===== config.mk =====
export PLATFORM = sky130hd
export DESIGN_NAME = rlsr_regs
export DESIGN_NICKNAME = d
export VERILOG_FILES = /design/src/verilog/rlsr_pkg.sv /design/src/verilog/rlsr_regs.sv
export SDC_FILE = /design/constraint.sdc
export NUM_CORES = 2
export LEC_CHECK = 0
export BUFFER_PORTS_ARGS = -buffer_cell sky130_fd_sc_hd__clkbuf_2
export CORE_AREA = 2 2 273 275
export CTS_CLUSTER_DIAMETER = 30
export DETAILED_ROUTE_END_ITERATION = 10
export DIE_AREA = 0 0 275 277
export PLACE_DENSITY = 0.85
export REMOVE_ABC_BUFFERS = 1
export SLEW_MARGIN = 20
export SYNTH_ARGS = -nofsm -noshare
export SYNTH_HDL_FRONTEND = slang
export SYNTH_SLANG_ARGS = --single-unit

===== constraint.sdc =====
create_clock -name clk_sys_in -period 6.6 [get_ports clk_sys_in]
set_input_delay 1.32 -clock clk_sys_in [delete_from_list [all_inputs] [get_ports clk_sys_in]]
set_output_delay 1.32 -clock clk_sys_in [all_outputs]
set_load 0.02 [all_outputs]

===== src/verilog/rlsr_pkg.sv =====
`default_nettype none
package rlsr_pkg;
  // ------------------------------------------------------------
  // command codes
  // ------------------------------------------------------------
  localparam logic [7:0] CODE_SWITCHING_FREQ_SETPOINT = 8'h33;
  localparam logic [7:0] CODE_INPUT_START_THRESHOLD = 8'h35;
  localparam logic [7:0] CODE_INPUT_STOP_THRESHOLD = 8'h36;
  localparam logic [7:0] CODE_CURRENT_READING_OFFSET = 8'h39;
  localparam logic [7:0] CODE_OUT_OVERVOLT_FAULT_LEVEL = 8'h40;
  localparam logic [7:0] CODE_OUT_OVERVOLT_FAULT_ACTION = 8'h41;
  localparam logic [7:0] CODE_OUT_OVERVOLT_WARN_LEVEL = 8'h42;
  localparam logic [7:0] CODE_OUT_UNDERVOLT_WARN_LEVEL = 8'h43;
  localparam logic [7:0] CODE_OUT_UNDERVOLT_FAULT_LEVEL = 8'h44;
  localparam logic [7:0] CODE_OUT_UNDERVOLT_FAULT_ACTION = 8'h45;
  localparam logic [7:0] CODE_OUT_OVERCURRENT_FAULT_ACTION = 8'h47;
  localparam logic [7:0] CODE_OUT_OVERCURRENT_WARN_LEVEL = 8'h4a;
  localparam logic [7:0] CODE_DIE_OVERTEMP_FAULT_LEVEL = 8'h4f;
  localparam logic [7:0] CODE_DIE_OVERTEMP_FAULT_ACTION = 8'h50;
  localparam logic [7:0] CODE_DIE_OVERTEMP_WARN_LEVEL = 8'h51;
  localparam logic [7:0] CODE_IN_OVERVOLT_FAULT_ACTION = 8'h56;
  localparam logic [7:0] CODE_IN_UNDERVOLT_WARN_LEVEL = 8'h58;
  localparam logic [7:0] CODE_TURN_ON_DELAY = 8'h60;
  localparam logic [7:0] CODE_TURN_ON_RAMP_TIME = 8'h61;
  localparam logic [7:0] CODE_TURN_ON_TIMEOUT = 8'h62;
  localparam logic [7:0] CODE_TURN_ON_TIMEOUT_ACTION = 8'h63;
  localparam logic [7:0] CODE_TURN_OFF_DELAY = 8'h64;
  localparam logic [7:0] CODE_TURN_OFF_RAMP_TIME = 8'h65;
  localparam logic [7:0] CODE_TURN_OFF_DECAY_WARN_TIME = 8'h66;
  localparam logic [7:0] CODE_FAULT_SUMMARY_BYTE = 8'h78;
  // ------------------------------------------------------------
  // reset values
  // ------------------------------------------------------------
  localparam logic [15:0] RST_SWITCHING_FREQ_SETPOINT = 16'h63d0;
  localparam logic [15:0] RST_INPUT_START_THRESHOLD = 16'h3d9a;
  localparam logic [15:0] RST_INPUT_STOP_THRESHOLD = 16'h3d66;
  localparam logic [15:0] RST_CURRENT_READING_OFFSET = 16'h2e66;
  localparam logic [15:0] RST_OUT_OVERVOLT_FAULT_LEVEL = 16'h3866;
  localparam logic [15:0] RST_OUT_OVERVOLT_FAULT_ACTION = 16'h00b8;
  localparam logic [15:0] RST_OUT_OVERVOLT_WARN_LEVEL = 16'h384c;
  localparam logic [15:0] RST_OUT_UNDERVOLT_WARN_LEVEL = 16'h3779;
  localparam logic [15:0] RST_OUT_UNDERVOLT_FAULT_LEVEL = 16'h3770;
  localparam logic [15:0] RST_OUT_UNDERVOLT_FAULT_ACTION = 16'h0000;
  localparam logic [15:0] RST_OUT_OVERCURRENT_FAULT_ACTION = 16'h0000;
  localparam logic [15:0] RST_OUT_OVERCURRENT_WARN_LEVEL = 16'h4d00;
  localparam logic [15:0] RST_DIE_OVERTEMP_FAULT_LEVEL = 16'h5900;
  localparam logic [15:0] RST_DIE_OVERTEMP_FAULT_ACTION = 16'h00c0;
  localparam logic [15:0] RST_DIE_OVERTEMP_WARN_LEVEL = 16'h5860;
  localparam logic [15:0] RST_IN_OVERVOLT_FAULT_ACTION = 16'h00b8;
  localparam logic [15:0] RST_IN_UNDERVOLT_WARN_LEVEL = 16'hbc00;
  localparam logic [15:0] RST_TURN_ON_DELAY = 16'h0000;
  localparam logic [15:0] RST_TURN_ON_RAMP_TIME = 16'h3c00;
  localparam logic [15:0] RST_TURN_ON_TIMEOUT = 16'h4500;
  localparam logic [15:0] RST_TURN_ON_TIMEOUT_ACTION = 16'h0000;
  localparam logic [15:0] RST_TURN_OFF_DELAY = 16'h0000;
  localparam logic [15:0] RST_TURN_OFF_RAMP_TIME = 16'h4000;
  localparam logic [15:0] RST_TURN_OFF_DECAY_WARN_TIME = 16'h0000;
  localparam logic [7:0] RST_FAULT_SUMMARY_BYTE = 8'h00;
  // ------------------------------------------------------------
  // summary byte fields and timing
  // ------------------------------------------------------------
  localparam int SUM_OFF_BIT = 6;
  localparam int SUM_OUT_OV_BIT = 5;
  localparam int SUM_OC_BIT = 4;
  localparam int SUM_IN_UV_BIT = 3;
  localparam int SUM_TEMP_BIT = 2;
  localparam int SUM_CMD_BIT = 1;
  localparam int SUM_OTHER_BIT = 0;
  localparam logic [7:0] SUM_STICKY_MASK = 8'h3f;
  localparam int CLK_PERIOD_NS = 8;
  localparam int MS_NS = 1000000;
  localparam int TICKS_PER_MS = 1024;
  localparam int TICK_CYCLES = MS_NS / (CLK_PERIOD_NS * TICKS_PER_MS);
  localparam int NREG = 24;
  // ------------------------------------------------------------
  // types
  // ------------------------------------------------------------
  typedef enum logic [2:0] {
    SEQ_OFF, SEQ_ON_WAIT, SEQ_RISE, SEQ_ON, SEQ_OFF_WAIT, SEQ_FALL, SEQ_DECAY, SEQ_FAULT
  } rlsr_seq_e;
  typedef struct packed {
    logic [15:0] vin;
    logic [15:0] vout;
    logic [15:0] iout;
    logic [15:0] temp;
  } rlsr_meas_s;
  typedef struct packed {
    logic out_ov_fault;
    logic out_ov_warn;
    logic out_uv_warn;
    logic out_uv_fault;
    logic oc_warn;
    logic ot_fault;
    logic ot_warn;
    logic in_uv_warn;
  } rlsr_flags_s;
endpackage
`default_nettype wire


===== src/verilog/rlsr_regs.sv =====
`default_nettype none
module rlsr_regs
  import rlsr_pkg::*;
(
  input wire logic clk_sys_in,
  input wire logic rst_b_in,
  input wire logic [7:0] cmd_code_in,
  input wire logic wr_en_in,
  input wire logic [15:0] wr_data_in,
  input wire logic rd_en_in,
  output logic [15:0] rd_data_out,
  output logic rd_valid_out,
  output logic cmd_fault_out,
  input wire logic run_pin_in,
  input wire logic on_cmd_in,
  input wire rlsr_meas_s meas_in,
  input wire logic [15:0] output_discharged_level_in,
  input wire logic oc_fault_in,
  input wire logic in_ov_fault_in,
  output logic conversion_enable_out,
  output logic ramp_up_out,
  output logic ramp_down_out,
  output rlsr_flags_s flags_out,
  output logic turn_on_timeout_event_out,
  output logic decay_warn_out,
  output logic fault_event_out,
  output logic [7:0] fault_action_out,
  output logic [15:0] switching_freq_out,
  output logic [15:0] current_reading_offset_out
);

  // ------------------------------------------------------------
  // register tables
  // ------------------------------------------------------------
  localparam logic [7:0] REG_CODE [NREG] = '{
    CODE_SWITCHING_FREQ_SETPOINT, CODE_INPUT_START_THRESHOLD, CODE_INPUT_STOP_THRESHOLD,
    CODE_CURRENT_READING_OFFSET, CODE_OUT_OVERVOLT_FAULT_LEVEL, CODE_OUT_OVERVOLT_FAULT_ACTION,
    CODE_OUT_OVERVOLT_WARN_LEVEL, CODE_OUT_UNDERVOLT_WARN_LEVEL, CODE_OUT_UNDERVOLT_FAULT_LEVEL,
    CODE_OUT_UNDERVOLT_FAULT_ACTION, CODE_OUT_OVERCURRENT_FAULT_ACTION,
    CODE_OUT_OVERCURRENT_WARN_LEVEL, CODE_DIE_OVERTEMP_FAULT_LEVEL,
    CODE_DIE_OVERTEMP_FAULT_ACTION, CODE_DIE_OVERTEMP_WARN_LEVEL, CODE_IN_OVERVOLT_FAULT_ACTION,
    CODE_IN_UNDERVOLT_WARN_LEVEL, CODE_TURN_ON_DELAY, CODE_TURN_ON_RAMP_TIME,
    CODE_TURN_ON_TIMEOUT, CODE_TURN_ON_TIMEOUT_ACTION, CODE_TURN_OFF_DELAY,
    CODE_TURN_OFF_RAMP_TIME, CODE_TURN_OFF_DECAY_WARN_TIME};
  localparam logic [15:0] REG_RESET [NREG] = '{
    RST_SWITCHING_FREQ_SETPOINT, RST_INPUT_START_THRESHOLD, RST_INPUT_STOP_THRESHOLD,
    RST_CURRENT_READING_OFFSET, RST_OUT_OVERVOLT_FAULT_LEVEL, RST_OUT_OVERVOLT_FAULT_ACTION,
    RST_OUT_OVERVOLT_WARN_LEVEL, RST_OUT_UNDERVOLT_WARN_LEVEL, RST_OUT_UNDERVOLT_FAULT_LEVEL,
    RST_OUT_UNDERVOLT_FAULT_ACTION, RST_OUT_OVERCURRENT_FAULT_ACTION,
    RST_OUT_OVERCURRENT_WARN_LEVEL, RST_DIE_OVERTEMP_FAULT_LEVEL,
    RST_DIE_OVERTEMP_FAULT_ACTION, RST_DIE_OVERTEMP_WARN_LEVEL, RST_IN_OVERVOLT_FAULT_ACTION,
    RST_IN_UNDERVOLT_WARN_LEVEL, RST_TURN_ON_DELAY, RST_TURN_ON_RAMP_TIME,
    RST_TURN_ON_TIMEOUT, RST_TURN_ON_TIMEOUT_ACTION, RST_TURN_OFF_DELAY,
    RST_TURN_OFF_RAMP_TIME, RST_TURN_OFF_DECAY_WARN_TIME};

  // ------------------------------------------------------------
  // state
  // ------------------------------------------------------------
  typedef struct packed {
    logic [NREG-1:0][15:0] regs;
    logic [7:0] summary;
    rlsr_seq_e seq;
    logic [31:0] timer;
    logic [6:0] prescale;
    logic crossed;
    logic input_ok;
    logic run_meta;
    logic run_sync;
    rlsr_flags_s flags;
    logic [3:0] fault_prev;
    logic [15:0] rd_data;
    logic rd_valid;
    logic cmd_fault;
    logic conv_en;
    logic ramp_up;
    logic ramp_down;
    logic ton_event;
    logic decay_warn;
    logic fault_event;
    logic [7:0] fault_action;
  } rlsr_state_s;

  rlsr_state_s st_r;
  rlsr_state_s st_nxt;

  // ------------------------------------------------------------
  // helper functions
  // ------------------------------------------------------------
  // map a half float onto an unsigned key that orders like the value
  function automatic logic [15:0] hf_key(input logic [15:0] h);
    hf_key = h[15] ? ~h : {1'b1, h[14:0]};
  endfunction

  // true when half float a is strictly above half float b
  function automatic logic hf_gt(input logic [15:0] a, input logic [15:0] b);
    hf_gt = hf_key(a) > hf_key(b);
  endfunction

  // half float milliseconds to timer ticks (1/1024 ms); negatives give zero
  function automatic logic [31:0] hf_ticks(input logic [15:0] h);
    logic [4:0] e;
    logic [31:0] m;
    e = h[14:10];
    m = {21'h00_0000, (e != 5'h00), h[9:0]};
    if (h[15]) begin
      hf_ticks = 32'h0000_0000;
    end else if (e == 5'h1f) begin
      hf_ticks = 32'hffff_ffff;
    end else if (e >= 5'h0f) begin
      hf_ticks = m << (e - 5'h0f);
    end else begin
      hf_ticks = m >> (5'h0f - ((e == 5'h00) ? 5'h01 : e));
    end
  endfunction

  // register index for a command code, NREG when unmapped
  function automatic logic [4:0] reg_index(input logic [7:0] code);
    reg_index = 5'(NREG);
    for (int i = 0; i < NREG; i++) begin
      if (REG_CODE[i] == code) begin
        reg_index = 5'(i);
      end
    end
  endfunction

  // current value of the register at a command code
  function automatic logic [15:0] reg_val(input rlsr_state_s s, input logic [7:0] code);
    logic [4:0] idx;
    idx = reg_index(code);
    reg_val = (idx < 5'(NREG)) ? s.regs[idx] : 16'h0000;
  endfunction

  // ------------------------------------------------------------
  // reset image
  // ------------------------------------------------------------
  // power-up contents of every register, kept constant for the async reset branch
  function automatic rlsr_state_s reset_image();
    reset_image = '0;
    for (int i = 0; i < NREG; i++) begin
      reset_image.regs[i] = REG_RESET[i];
    end
    reset_image.summary = RST_FAULT_SUMMARY_BYTE;
    reset_image.seq = SEQ_OFF;
  endfunction
  localparam rlsr_state_s ST_RST = reset_image();

  // ------------------------------------------------------------
  // next-state logic
  // ------------------------------------------------------------
  always_comb begin
    logic [4:0] widx;
    logic [4:0] ridx;
    logic tick;
    logic enable;
    logic above_uv;
    logic [7:0] sum_set;
    logic [7:0] sum_clr;
    logic [3:0] fault_now;
    rlsr_seq_e seq_nxt;
    widx = reg_index(cmd_code_in);
    ridx = reg_index(cmd_code_in);
    tick = 1'b0;
    enable = 1'b0;
    above_uv = 1'b0;
    sum_set = 8'h00;
    sum_clr = 8'h00;
    fault_now = 4'h0;
    seq_nxt = st_r.seq;
    st_nxt = st_r;

    // run pin synchroniser
    st_nxt.run_meta = run_pin_in;
    st_nxt.run_sync = st_r.run_meta;

    // host writes land in the working copy at once
    st_nxt.cmd_fault = 1'b0;
    if (wr_en_in) begin
      if (widx < 5'(NREG)) begin
        st_nxt.regs[widx] = wr_data_in;
        if (REG_RESET[widx][15:8] == 8'h00 && REG_CODE[widx] inside {
            CODE_OUT_OVERVOLT_FAULT_ACTION, CODE_OUT_UNDERVOLT_FAULT_ACTION,
            CODE_OUT_OVERCURRENT_FAULT_ACTION, CODE_DIE_OVERTEMP_FAULT_ACTION,
            CODE_IN_OVERVOLT_FAULT_ACTION, CODE_TURN_ON_TIMEOUT_ACTION}) begin
          st_nxt.regs[widx] = {8'h00, wr_data_in[7:0]};
        end
      end else if (cmd_code_in == CODE_FAULT_SUMMARY_BYTE) begin
        sum_clr = wr_data_in[7:0] & SUM_STICKY_MASK;
      end else begin
        st_nxt.cmd_fault = 1'b1;
      end
    end

    // register reads answer one cycle later
    st_nxt.rd_valid = rd_en_in;
    st_nxt.rd_data = 16'h0000;
    if (rd_en_in) begin
      if (ridx < 5'(NREG)) begin
        st_nxt.rd_data = st_r.regs[ridx];
      end else if (cmd_code_in == CODE_FAULT_SUMMARY_BYTE) begin
        st_nxt.rd_data = {8'h00, st_r.summary};
      end else begin
        st_nxt.cmd_fault = 1'b1;
      end
    end

    // input start/stop hysteresis
    if (!st_r.input_ok && !hf_gt(reg_val(st_r, CODE_INPUT_START_THRESHOLD), meas_in.vin)) begin
      st_nxt.input_ok = 1'b1;
    end else if (st_r.input_ok &&
                 !hf_gt(meas_in.vin, reg_val(st_r, CODE_INPUT_STOP_THRESHOLD))) begin
      st_nxt.input_ok = 1'b0;
    end
    enable = st_r.run_sync & on_cmd_in & st_r.input_ok;

    // limit comparisons
    above_uv = hf_gt(meas_in.vout, reg_val(st_r, CODE_OUT_UNDERVOLT_FAULT_LEVEL));
    st_nxt.flags.out_ov_fault =
      hf_gt(meas_in.vout, reg_val(st_r, CODE_OUT_OVERVOLT_FAULT_LEVEL));
    st_nxt.flags.out_ov_warn =
      hf_gt(meas_in.vout, reg_val(st_r, CODE_OUT_OVERVOLT_WARN_LEVEL));
    st_nxt.flags.out_uv_warn = (st_r.seq == SEQ_ON) &&
      hf_gt(reg_val(st_r, CODE_OUT_UNDERVOLT_WARN_LEVEL), meas_in.vout);
    st_nxt.flags.out_uv_fault = (st_r.seq == SEQ_ON) && !above_uv;
    st_nxt.flags.oc_warn =
      hf_gt(meas_in.iout, reg_val(st_r, CODE_OUT_OVERCURRENT_WARN_LEVEL));
    st_nxt.flags.ot_fault =
      !hf_gt(reg_val(st_r, CODE_DIE_OVERTEMP_FAULT_LEVEL), meas_in.temp);
    st_nxt.flags.ot_warn =
      hf_gt(meas_in.temp, reg_val(st_r, CODE_DIE_OVERTEMP_WARN_LEVEL));
    st_nxt.flags.in_uv_warn =
      hf_gt(reg_val(st_r, CODE_IN_UNDERVOLT_WARN_LEVEL), meas_in.vin);

    // millisecond fraction tick
    if (st_r.prescale >= 7'(TICK_CYCLES - 1)) begin
      st_nxt.prescale = 7'h00;
      tick = 1'b1;
    end else begin
      st_nxt.prescale = st_r.prescale + 7'h01;
    end
    if (tick && st_r.timer != 32'hffff_ffff) begin
      st_nxt.timer = st_r.timer + 32'h0000_0001;
    end

    // turn-on and turn-off sequencer
    st_nxt.ton_event = 1'b0;
    st_nxt.decay_warn = 1'b0;
    case (st_r.seq)
      SEQ_OFF: begin
        if (enable) begin
          seq_nxt = SEQ_ON_WAIT;
        end
      end
      SEQ_ON_WAIT: begin
        if (!enable) begin
          seq_nxt = SEQ_OFF;
        end else if (st_r.timer >= hf_ticks(reg_val(st_r, CODE_TURN_ON_DELAY))) begin
          seq_nxt = SEQ_RISE;
        end
      end
      SEQ_RISE: begin
        if (above_uv) begin
          st_nxt.crossed = 1'b1;
        end
        if (!enable) begin
          seq_nxt = SEQ_OFF_WAIT;
        end else if (!(st_r.crossed || above_uv) &&
                     st_r.timer >= hf_ticks(reg_val(st_r, CODE_TURN_ON_TIMEOUT))) begin
          st_nxt.ton_event = 1'b1;
          seq_nxt = SEQ_FAULT;
        end else if ((st_r.crossed || above_uv) &&
                     st_r.timer >= hf_ticks(reg_val(st_r, CODE_TURN_ON_RAMP_TIME))) begin
          seq_nxt = SEQ_ON;
        end
      end
      SEQ_ON: begin
        if (!enable) begin
          seq_nxt = SEQ_OFF_WAIT;
        end
      end
      SEQ_OFF_WAIT: begin
        if (st_r.timer >= hf_ticks(reg_val(st_r, CODE_TURN_OFF_DELAY))) begin
          seq_nxt = SEQ_FALL;
        end
      end
      SEQ_FALL: begin
        if (st_r.timer >= hf_ticks(reg_val(st_r, CODE_TURN_OFF_RAMP_TIME))) begin
          seq_nxt = SEQ_DECAY;
        end
      end
      SEQ_DECAY: begin
        if (!hf_gt(meas_in.vout, output_discharged_level_in)) begin
          seq_nxt = SEQ_OFF;
        end else if (st_r.timer >=
                     hf_ticks(reg_val(st_r, CODE_TURN_OFF_DECAY_WARN_TIME))) begin
          st_nxt.decay_warn = 1'b1;
          seq_nxt = SEQ_OFF;
        end
      end
      SEQ_FAULT: begin
        if (!enable) begin
          seq_nxt = SEQ_OFF;
        end
      end
      default: begin
        seq_nxt = SEQ_OFF;
      end
    endcase
    // losing the input supply stops conversion at once
    if (!st_r.input_ok && st_r.seq != SEQ_FAULT) begin
      seq_nxt = SEQ_OFF;
    end
    if (seq_nxt != st_r.seq) begin
      st_nxt.timer = 32'h0000_0000;
      st_nxt.crossed = 1'b0;
    end
    st_nxt.seq = seq_nxt;
    st_nxt.conv_en = seq_nxt inside {SEQ_RISE, SEQ_ON, SEQ_OFF_WAIT, SEQ_FALL};
    st_nxt.ramp_up = (seq_nxt == SEQ_RISE);
    st_nxt.ramp_down = (seq_nxt == SEQ_FALL);

    // fault events pick up their action byte, highest priority first
    fault_now = {st_nxt.flags.out_ov_fault, in_ov_fault_in, st_nxt.flags.ot_fault,
                 oc_fault_in};
    st_nxt.fault_prev = fault_now;
    st_nxt.fault_event = 1'b1;
    if (fault_now[3] && !st_r.fault_prev[3]) begin
      st_nxt.fault_action = 8'(reg_val(st_r, CODE_OUT_OVERVOLT_FAULT_ACTION));
    end else if (fault_now[2] && !st_r.fault_prev[2]) begin
      st_nxt.fault_action = 8'(reg_val(st_r, CODE_IN_OVERVOLT_FAULT_ACTION));
    end else if (fault_now[1] && !st_r.fault_prev[1]) begin
      st_nxt.fault_action = 8'(reg_val(st_r, CODE_DIE_OVERTEMP_FAULT_ACTION));
    end else if (st_nxt.flags.out_uv_fault && !st_r.flags.out_uv_fault) begin
      st_nxt.fault_action = 8'(reg_val(st_r, CODE_OUT_UNDERVOLT_FAULT_ACTION));
    end else if (st_nxt.ton_event) begin
      st_nxt.fault_action = 8'(reg_val(st_r, CODE_TURN_ON_TIMEOUT_ACTION));
    end else if (fault_now[0] && !st_r.fault_prev[0]) begin
      st_nxt.fault_action = 8'(reg_val(st_r, CODE_OUT_OVERCURRENT_FAULT_ACTION));
    end else begin
      st_nxt.fault_event = 1'b0;
    end

    // summary byte: sticky bits, a new event wins over a clear
    sum_set[SUM_OUT_OV_BIT] = st_nxt.flags.out_ov_fault;
    sum_set[SUM_OC_BIT] = oc_fault_in | st_nxt.flags.oc_warn;
    sum_set[SUM_IN_UV_BIT] = st_nxt.flags.in_uv_warn;
    sum_set[SUM_TEMP_BIT] = st_nxt.flags.ot_fault | st_nxt.flags.ot_warn;
    sum_set[SUM_CMD_BIT] = st_nxt.cmd_fault;
    sum_set[SUM_OTHER_BIT] = st_nxt.ton_event | st_nxt.decay_warn |
                             st_nxt.flags.out_uv_fault | in_ov_fault_in;
    st_nxt.summary = ((st_r.summary & ~sum_clr) | sum_set) & SUM_STICKY_MASK;
    st_nxt.summary[SUM_OFF_BIT] = !st_nxt.conv_en;
  end

  // ------------------------------------------------------------
  // state register
  // ------------------------------------------------------------
  always_ff @(posedge clk_sys_in or negedge rst_b_in) begin
    if (!rst_b_in) begin
      st_r <= ST_RST;
    end else begin
      st_r <= st_nxt;
    end
  end

  // ------------------------------------------------------------
  // outputs
  // ------------------------------------------------------------
  assign rd_data_out = st_r.rd_data;
  assign rd_valid_out = st_r.rd_valid;
  assign cmd_fault_out = st_r.cmd_fault;
  assign conversion_enable_out = st_r.conv_en;
  assign ramp_up_out = st_r.ramp_up;
  assign ramp_down_out = st_r.ramp_down;
  assign flags_out = st_r.flags;
  assign turn_on_timeout_event_out = st_r.ton_event;
  assign decay_warn_out = st_r.decay_warn;
  assign fault_event_out = st_r.fault_event;
  assign fault_action_out = st_r.fault_action;
  // frequency set point drives the oscillator directly
  assign switching_freq_out = st_r.regs[0];
  assign current_reading_offset_out = st_r.regs[3];

endmodule
`default_nettype wire


---- After elaboration in Yosys (flattened, before gate mapping) ----
Memories as Yosys holds them, arrays and structs flattened.
Index checks and enable logic that the tools add are counted.
word-level totals
  register bits ........................... 481
  RAM bits ................................ 0
  latch bits .............................. 0
  bits in read-only memories .............. 768
  word-level logic and storage cells ...... 471
  memories kept ........................... 2
operators by class
  muxes and demuxes ....................... 210
  eq/ne operators ......................... 51
  divide/modulo/power cells ............... 0
  $mul .................................... 0
  shifts and indexed selects .............. 12
  reduce and logical (&&, ||, !) cells .... 51
  $lt $le $gt $ge ......................... 54
  bitwise operators ....................... 26
  add/sub/neg operators ................... 14
memory list
  name             depth  bits a word  read ports  clocked after memory_dff  write ports  line              text
  (no name shown)  32     16           1           0                         0            rlsr_regs.sv:180  if (REG_RESET[widx][15:8] == 8'h00 && REG_CODE[widx] inside {
  (no name shown)  32     8            1           0                         0            rlsr_regs.sv:180
operator list
  cell                                                        count
  binary-select mux 16 bit (select 5 bit)                     14
  two-way mux 32 bit                                          31
  bitwise mux 384 bit                                         2
  two-way mux 16 bit                                          35
  two-way mux 384 bit                                         1
  two-way mux 5 bit                                           63
  inverter 16 bit                                             15
  >= comparator 32 bit                                        6
  << shifter 11 x 5 -> 32 bit                                 6
  right shift 11 x 5 -> 32 bit                                6
  > comparator 16 bit                                         11
  == test 7 x 8 -> 1 bit, first input constant                20
  two-way mux 8 bit                                           20
  less-than comparator 5 x 6 -> 1 bit, second input constant  14
  demux 16 bit (select 5 bit)                                 1
  less-than comparator 5 bit, second input constant           14
  == test 8 x 7 -> 1 bit, second input constant               7
  two-way mux 3 bit                                           13
  adder 32 x 1 -> 32 bit, second input constant               1
  == test 6 x 8 -> 1 bit, first input constant                4
  != test 32 bit, second input constant                       1
  == test 5 bit, second input constant                        6
  >= comparator 5 x 4 -> 1 bit, second input constant         6
  zero test 5 bit                                             6
  other kinds (31)                                            115

---- Logic depth before layout (Yosys ltp) ----
  depth in word-level cells ............... 44
  gate-level depth with buffers ........... 26
  mapped depth without buffers ............ 23

---- Worst setup path before layout ----
Ideal clock, no wire load.
  path kind ............................... reg2reg
  from .................................... register st_r[412] (netlist bit)
  to ...................................... register st_r (netlist bit fault_action_out[0])
  arrival time ............................ 5.345 ns
  setup slack ............................. 1.108 ns
  library setup time ...................... 0.147 ns
  period minus slack after synthesis ...... 5.492 ns
  stages on the path, launching flop included .. 25
  cells stage by stage .................... dfstp_2 clkbuf_1 inv_1 clkbuf_1 ha_1 nor4b_1 nor2_1 mux2i_1 mux2i_1 mux2_2 nand2_1 o21ai_0 a221oi_1 nor2_1 ha_1 nor2b_1 o21ai_0 a221oi_1 o211ai_1 a221oi_1 nor4_1 nor4b_2 or2_2 clkbuf_1 o311ai_0
on the way
  longest elaborated chain between the ends .. 22
RTL lines
  what                                          line              text
  start: declaration                            rlsr_regs.sv:83   rlsr_state_s st_r;
  start signal: assignment                      rlsr_regs.sv:361  st_r <= st_nxt;
  binary-select mux 16 bit (select 5 bit) (*)   rlsr_regs.sv:130  reg_val = (idx < 5'(NREG)) ? s.regs[idx] : 16'h0000;
  two-way mux 16 bit (not written as such) (*)  rlsr_regs.sv:130
  two-way mux 16 bit (*)                        rlsr_regs.sv:130
  zero test 5 bit                               rlsr_regs.sv:112  hf_ticks = m >> (5'h0f - ((e == 5'h00) ? 5'h01 : e));
  two-way mux 5 bit                             rlsr_regs.sv:112
  subtractor 4 x 5 -> 5 bit                     rlsr_regs.sv:112
  right shift 11 x 5 -> 32 bit                  rlsr_regs.sv:112
  two-way mux 32 bit                            rlsr_regs.sv:109  end else if (e >= 5'h0f) begin
  [... 6 more ...]                              -
  two-way mux 1 bit (*)                         rlsr_regs.sv:266  end else if (!(st_r.crossed || above_uv) &&
  two-way mux 1 bit (*)                         rlsr_regs.sv:264  if (!enable) begin
  two-way mux 1 bit (*)                         rlsr_regs.sv:247  case (st_r.seq)
  two-way mux 8 bit                             rlsr_regs.sv:334  end else if (st_nxt.ton_event) begin
  two-way mux 8 bit                             rlsr_regs.sv:332  end else if (st_nxt.flags.out_uv_fault && !st_r.flags.out_uv_fault) begin
  two-way mux 8 bit                             rlsr_regs.sv:330  end else if (fault_now[1] && !st_r.fault_prev[1]) begin
  two-way mux 8 bit                             rlsr_regs.sv:328  end else if (fault_now[2] && !st_r.fault_prev[2]) begin
  two-way mux 8 bit                             rlsr_regs.sv:326  if (fault_now[3] && !st_r.fault_prev[3]) begin
Every way passes the cells marked *; elsewhere a longest branch is shown, timed or not. The select of a mux whose other input is x is not followed.
A chain may end at the register's enable or synchronous reset.

---- Worst setup path after layout ----
  from .................................... register st_r[412] (netlist bit)
  to ...................................... register st_r (netlist bit fault_action_out[1])
The elaborated chain is that of the path after synthesis.

==> run metrics <==
run status finished, final reports clean; area of placed instances 43900 um2; number of clock buffers inserted by TritonCTS 102; number of synthesized flops with an enable pin 0; setup total negative slack 0 ps; maximum capacitance violations 0; Synth Register Bits 479; clock input transition at the sequential cells of the worst setup and hold paths 50 ps; number of gates given a new drive strength after cts 0; arrival time worst endpoint 6800 ps; drt via density 6.71; hold path start st_nxt[44]$_DFF_PN0_; average detailed-routed wire length per instance 24.6 um; slowest cell on the critical path sky130_fd_sc_hd__a221oi_1; Hold-fix buffers, CTS 0; R2R cell count 18; met1 routing resource usage after global routing 48.7%; Max-slew headroom 21.7%; final cell count without fillers 6288; core box area 73600 um2; Mapped Area 42800 um2; count of pins on the block boundary 184; share of post-route cells with drive strength above 1 17.3%; DRC violation count after routing 0; leakage power of the design 21.5 nW; maximum buffer depth of the clock tree 3; GRT met3 Usage 10.4%; level count of the clock H-tree 3; via count of the first global-routing pass 40400; width of the chip 275 um; clock tree from TritonCTS yes; initial antenna violation count 8; final cycle utilization of the critical path 95.3%; met2 Track Usage GR 60.2%; die area 76200 um2; peak-usage layer in the global routing report met2; first-pass iteration count of the detailed router 11; Fmax achieved 0.159 GHz; Post-Place Cells 6092; count of routing violations after the opening detailed-route iteration 5486; number of distinct library cell variants in the gate-level netlist after synthesis 79; yosys warns 0; Worst Clk Skew 61.4 ps; hold crit path type register to register; Crit path required time 7110 ps; async set-or-reset flop fraction in the synthesized netlist 100%; Power per Cell Area 220 nW/um2; post-detailed-placement half-perimeter wirelength 106 mm; nets 5751; commonest non-fill, non-tap cell in the layout sky130_fd_sc_hd__nand2_1; final wirelength 155 mm; final standard cell area without fillers 47600 um2; Overall Global Routing Usage 39.8%; chip height 277 um; max-slew violation count 0; sort of element at the start of the critical path register; average instance area after synthesis 8.14 um2; fin crit period 6290 ps; unrepaired setup endpoints after global routing false; Reg-to-Reg Start st_r[412]$_DFFE_PN1P_; effective utilization at floorplan 58.2%; Area growth, synth to finish 11.3%; ordered list of cells on the worst path inv_1, ha_2, mux2_2, o21ai_0, o21ai_0, a221oi_1, or2_2, ha_1, nand4_1, nor2_1, a221oi_1, o211ai_1, a221oi_1, nor4_2, buf_4, nor4b_2, or2_2, o311ai_0; total count of hold-check failures in the final report 0; wire length of the first global-routing pass 236 mm; worst setup path class register to register; Final Wtd Congestion 1.03; total of endpoints with negative setup slack in the final report 0; delay contributed by the slowest stage of the critical path 850 ps; placement row count 100; worst hold path cell count 0; Port Buffer Count 183; sink count of the clock tree 479; buffer cell driving the clock tree root sky130_fd_sc_hd__clkbuf_16; worst hold endpoint st_r[44]$_DFF_PN0_; Worst-Skew Late Latency 700 ps; via count 42200; most frequent cell on the critical path sky130_fd_sc_hd__a221oi_1; nature of the critical path endpoint register; Worst Max-Slew Pin Slew 1170 ps; endpoint of the worst-slack reg-to-reg timing path fault_action_out[1]$_DFFE_PN0P_; crit-path max FO 28; maximum vdd drop 0.000251 V; leading cell types in the layout, fill and taps excluded 1025 x sky130_fd_sc_hd__nand2_1, 411 x sky130_fd_sc_hd__ha_1, 379 x sky130_fd_sc_hd__dfrtp_1; Main synth FF type sky130_fd_sc_hd__dfrtp_1; ANT nets after route 0; post-CTS repair timing setup buffer count 0; GRT Residual Overflow 0; Worst R2R Setup Slack 310 ps; Syn Inst Count 5257; sequential element share of the synthesized area 28.3%; maximum number of pins on one net before global-route repair 157
power by group:
part	internal (mW)	switching, mW	leakage, nW	total, mW
Combinational	0.660	1.10	13.6	1.76
Clock	3.52	1.92	1.77	5.44
Sequential	3.11	0.192	6.13	3.30
Total	7.29	3.21	21.5	10.5
cells by family (layout without fill, tap and decap cells):
logic type	after synthesis	in the layout	share of synthesized area (%)
AOI/OAI and AO/OA	1112	1112	16.7
xor gates and xnor gates	284	284	5.81
adders and majority gates	412	412	12.0
buffers and inverters	520	579	5.20
DFF	479	479	28.3
muxes	406	406	10.4
other	0	3	0
and+or+nand+nor	2044	2044	21.5
how the worst max path moves through the flow:
stage	slack, ps	start	cells after the start	to
6_report	310	st_r[412]$_DFFE_PN1P_	18	fault_action_out[1]$_DFFE_PN0P_
5_1_grt	10	st_r[412]$_DFFE_PN1P_	22	fault_action_out[1]$_DFFE_PN0P_
4_1_cts	370	st_r[412]$_DFFE_PN1P_	20	fault_action_out[1]$_DFFE_PN0P_
3_5_place_dp	430	st_r[412]$_DFFE_PN1P_	19	fault_action_out[1]$_DFFE_PN0P_
3_3_place_gp	530	st_r[412]$_DFFE_PN1P_	19	fault_action_out[5]$_DFFE_PN0P_
2_1_floorplan	-7020	cmd_code_in[7]	12	st_r[170]$_DFFE_PN0P_
cell type report:
type | instances | area (um2)
diodes | 3 | 7.51
clock buffers | 123 | 2780
clock inverters | 70 | 906
repair buffers | 278 | 1710
fillers | 5890 | 25900
well taps | 969 | 1210
inverters | 108 | 410
flip-flops and latches | 479 | 12100
multi-input cells | 4258 | 28500
synth_stat cells (all sizes together), types with 25 or more instances:
library cell,instances,area share [%]
nand2,1025,9.0
ha,412,12
dfrtp,379,22
nor2,323,2.8
a21oi,296,3.5
clkbuf,289,2.5
o21ai,258,3.0
mux2,239,6.3
nand3,183,2.1
mux2i,159,3.7
xor2,156,3.2
xnor2,128,2.6
buf,123,1.7
inv,105,0.92
dfstp,100,6.1
or2,93,1.4
nand4,91,1.3
a21o,89,1.6
a221oi,77,1.6
a31oi,60,0.88
nand2b,60,0.88
nor2b,59,0.86
and3,57,0.83
nor3,56,0.65
o21bai,55,0.96
a211oi,54,0.96
o21a,46,0.81
a311oi,27,0.55
and2,25,0.37
layer usage:
layer	routed length, um	vias to the layer above
met5	86	-
met4	14300	4
met3	17700	924
met2	67000	2849
met1	55500	19900
li1	-	18500
worst max-delay path, delay by kind of cell (launching register included):
| kind | cells | cell delay [ps] |
|---|---|---|
| AO/OA/AOI/OAI | 7 | 2430 |
| AND/OR/NAND/NOR | 6 | 1010 |
| adder cells (fa/ha/maj) | 2 | 890 |
| flip-flops | 1 | 820 |
| buffers and inverters | 2 | 550 |
| multiplexers | 1 | 390 |
metrics by stage:
step                      hold slack, ps  worst slack (ps)  utilization, %  total power [mW]
after global placement               336               528            59.7              4.95
after global routing                 359              14.0            64.8              10.8
after floorplan                      331             -7020               -              4.31
after CTS                            346               369            64.7              10.4
final                                346               310            64.8              10.5
after detailed placement             335               432            59.7              5.01
Power figures use the tool's default switching activity.
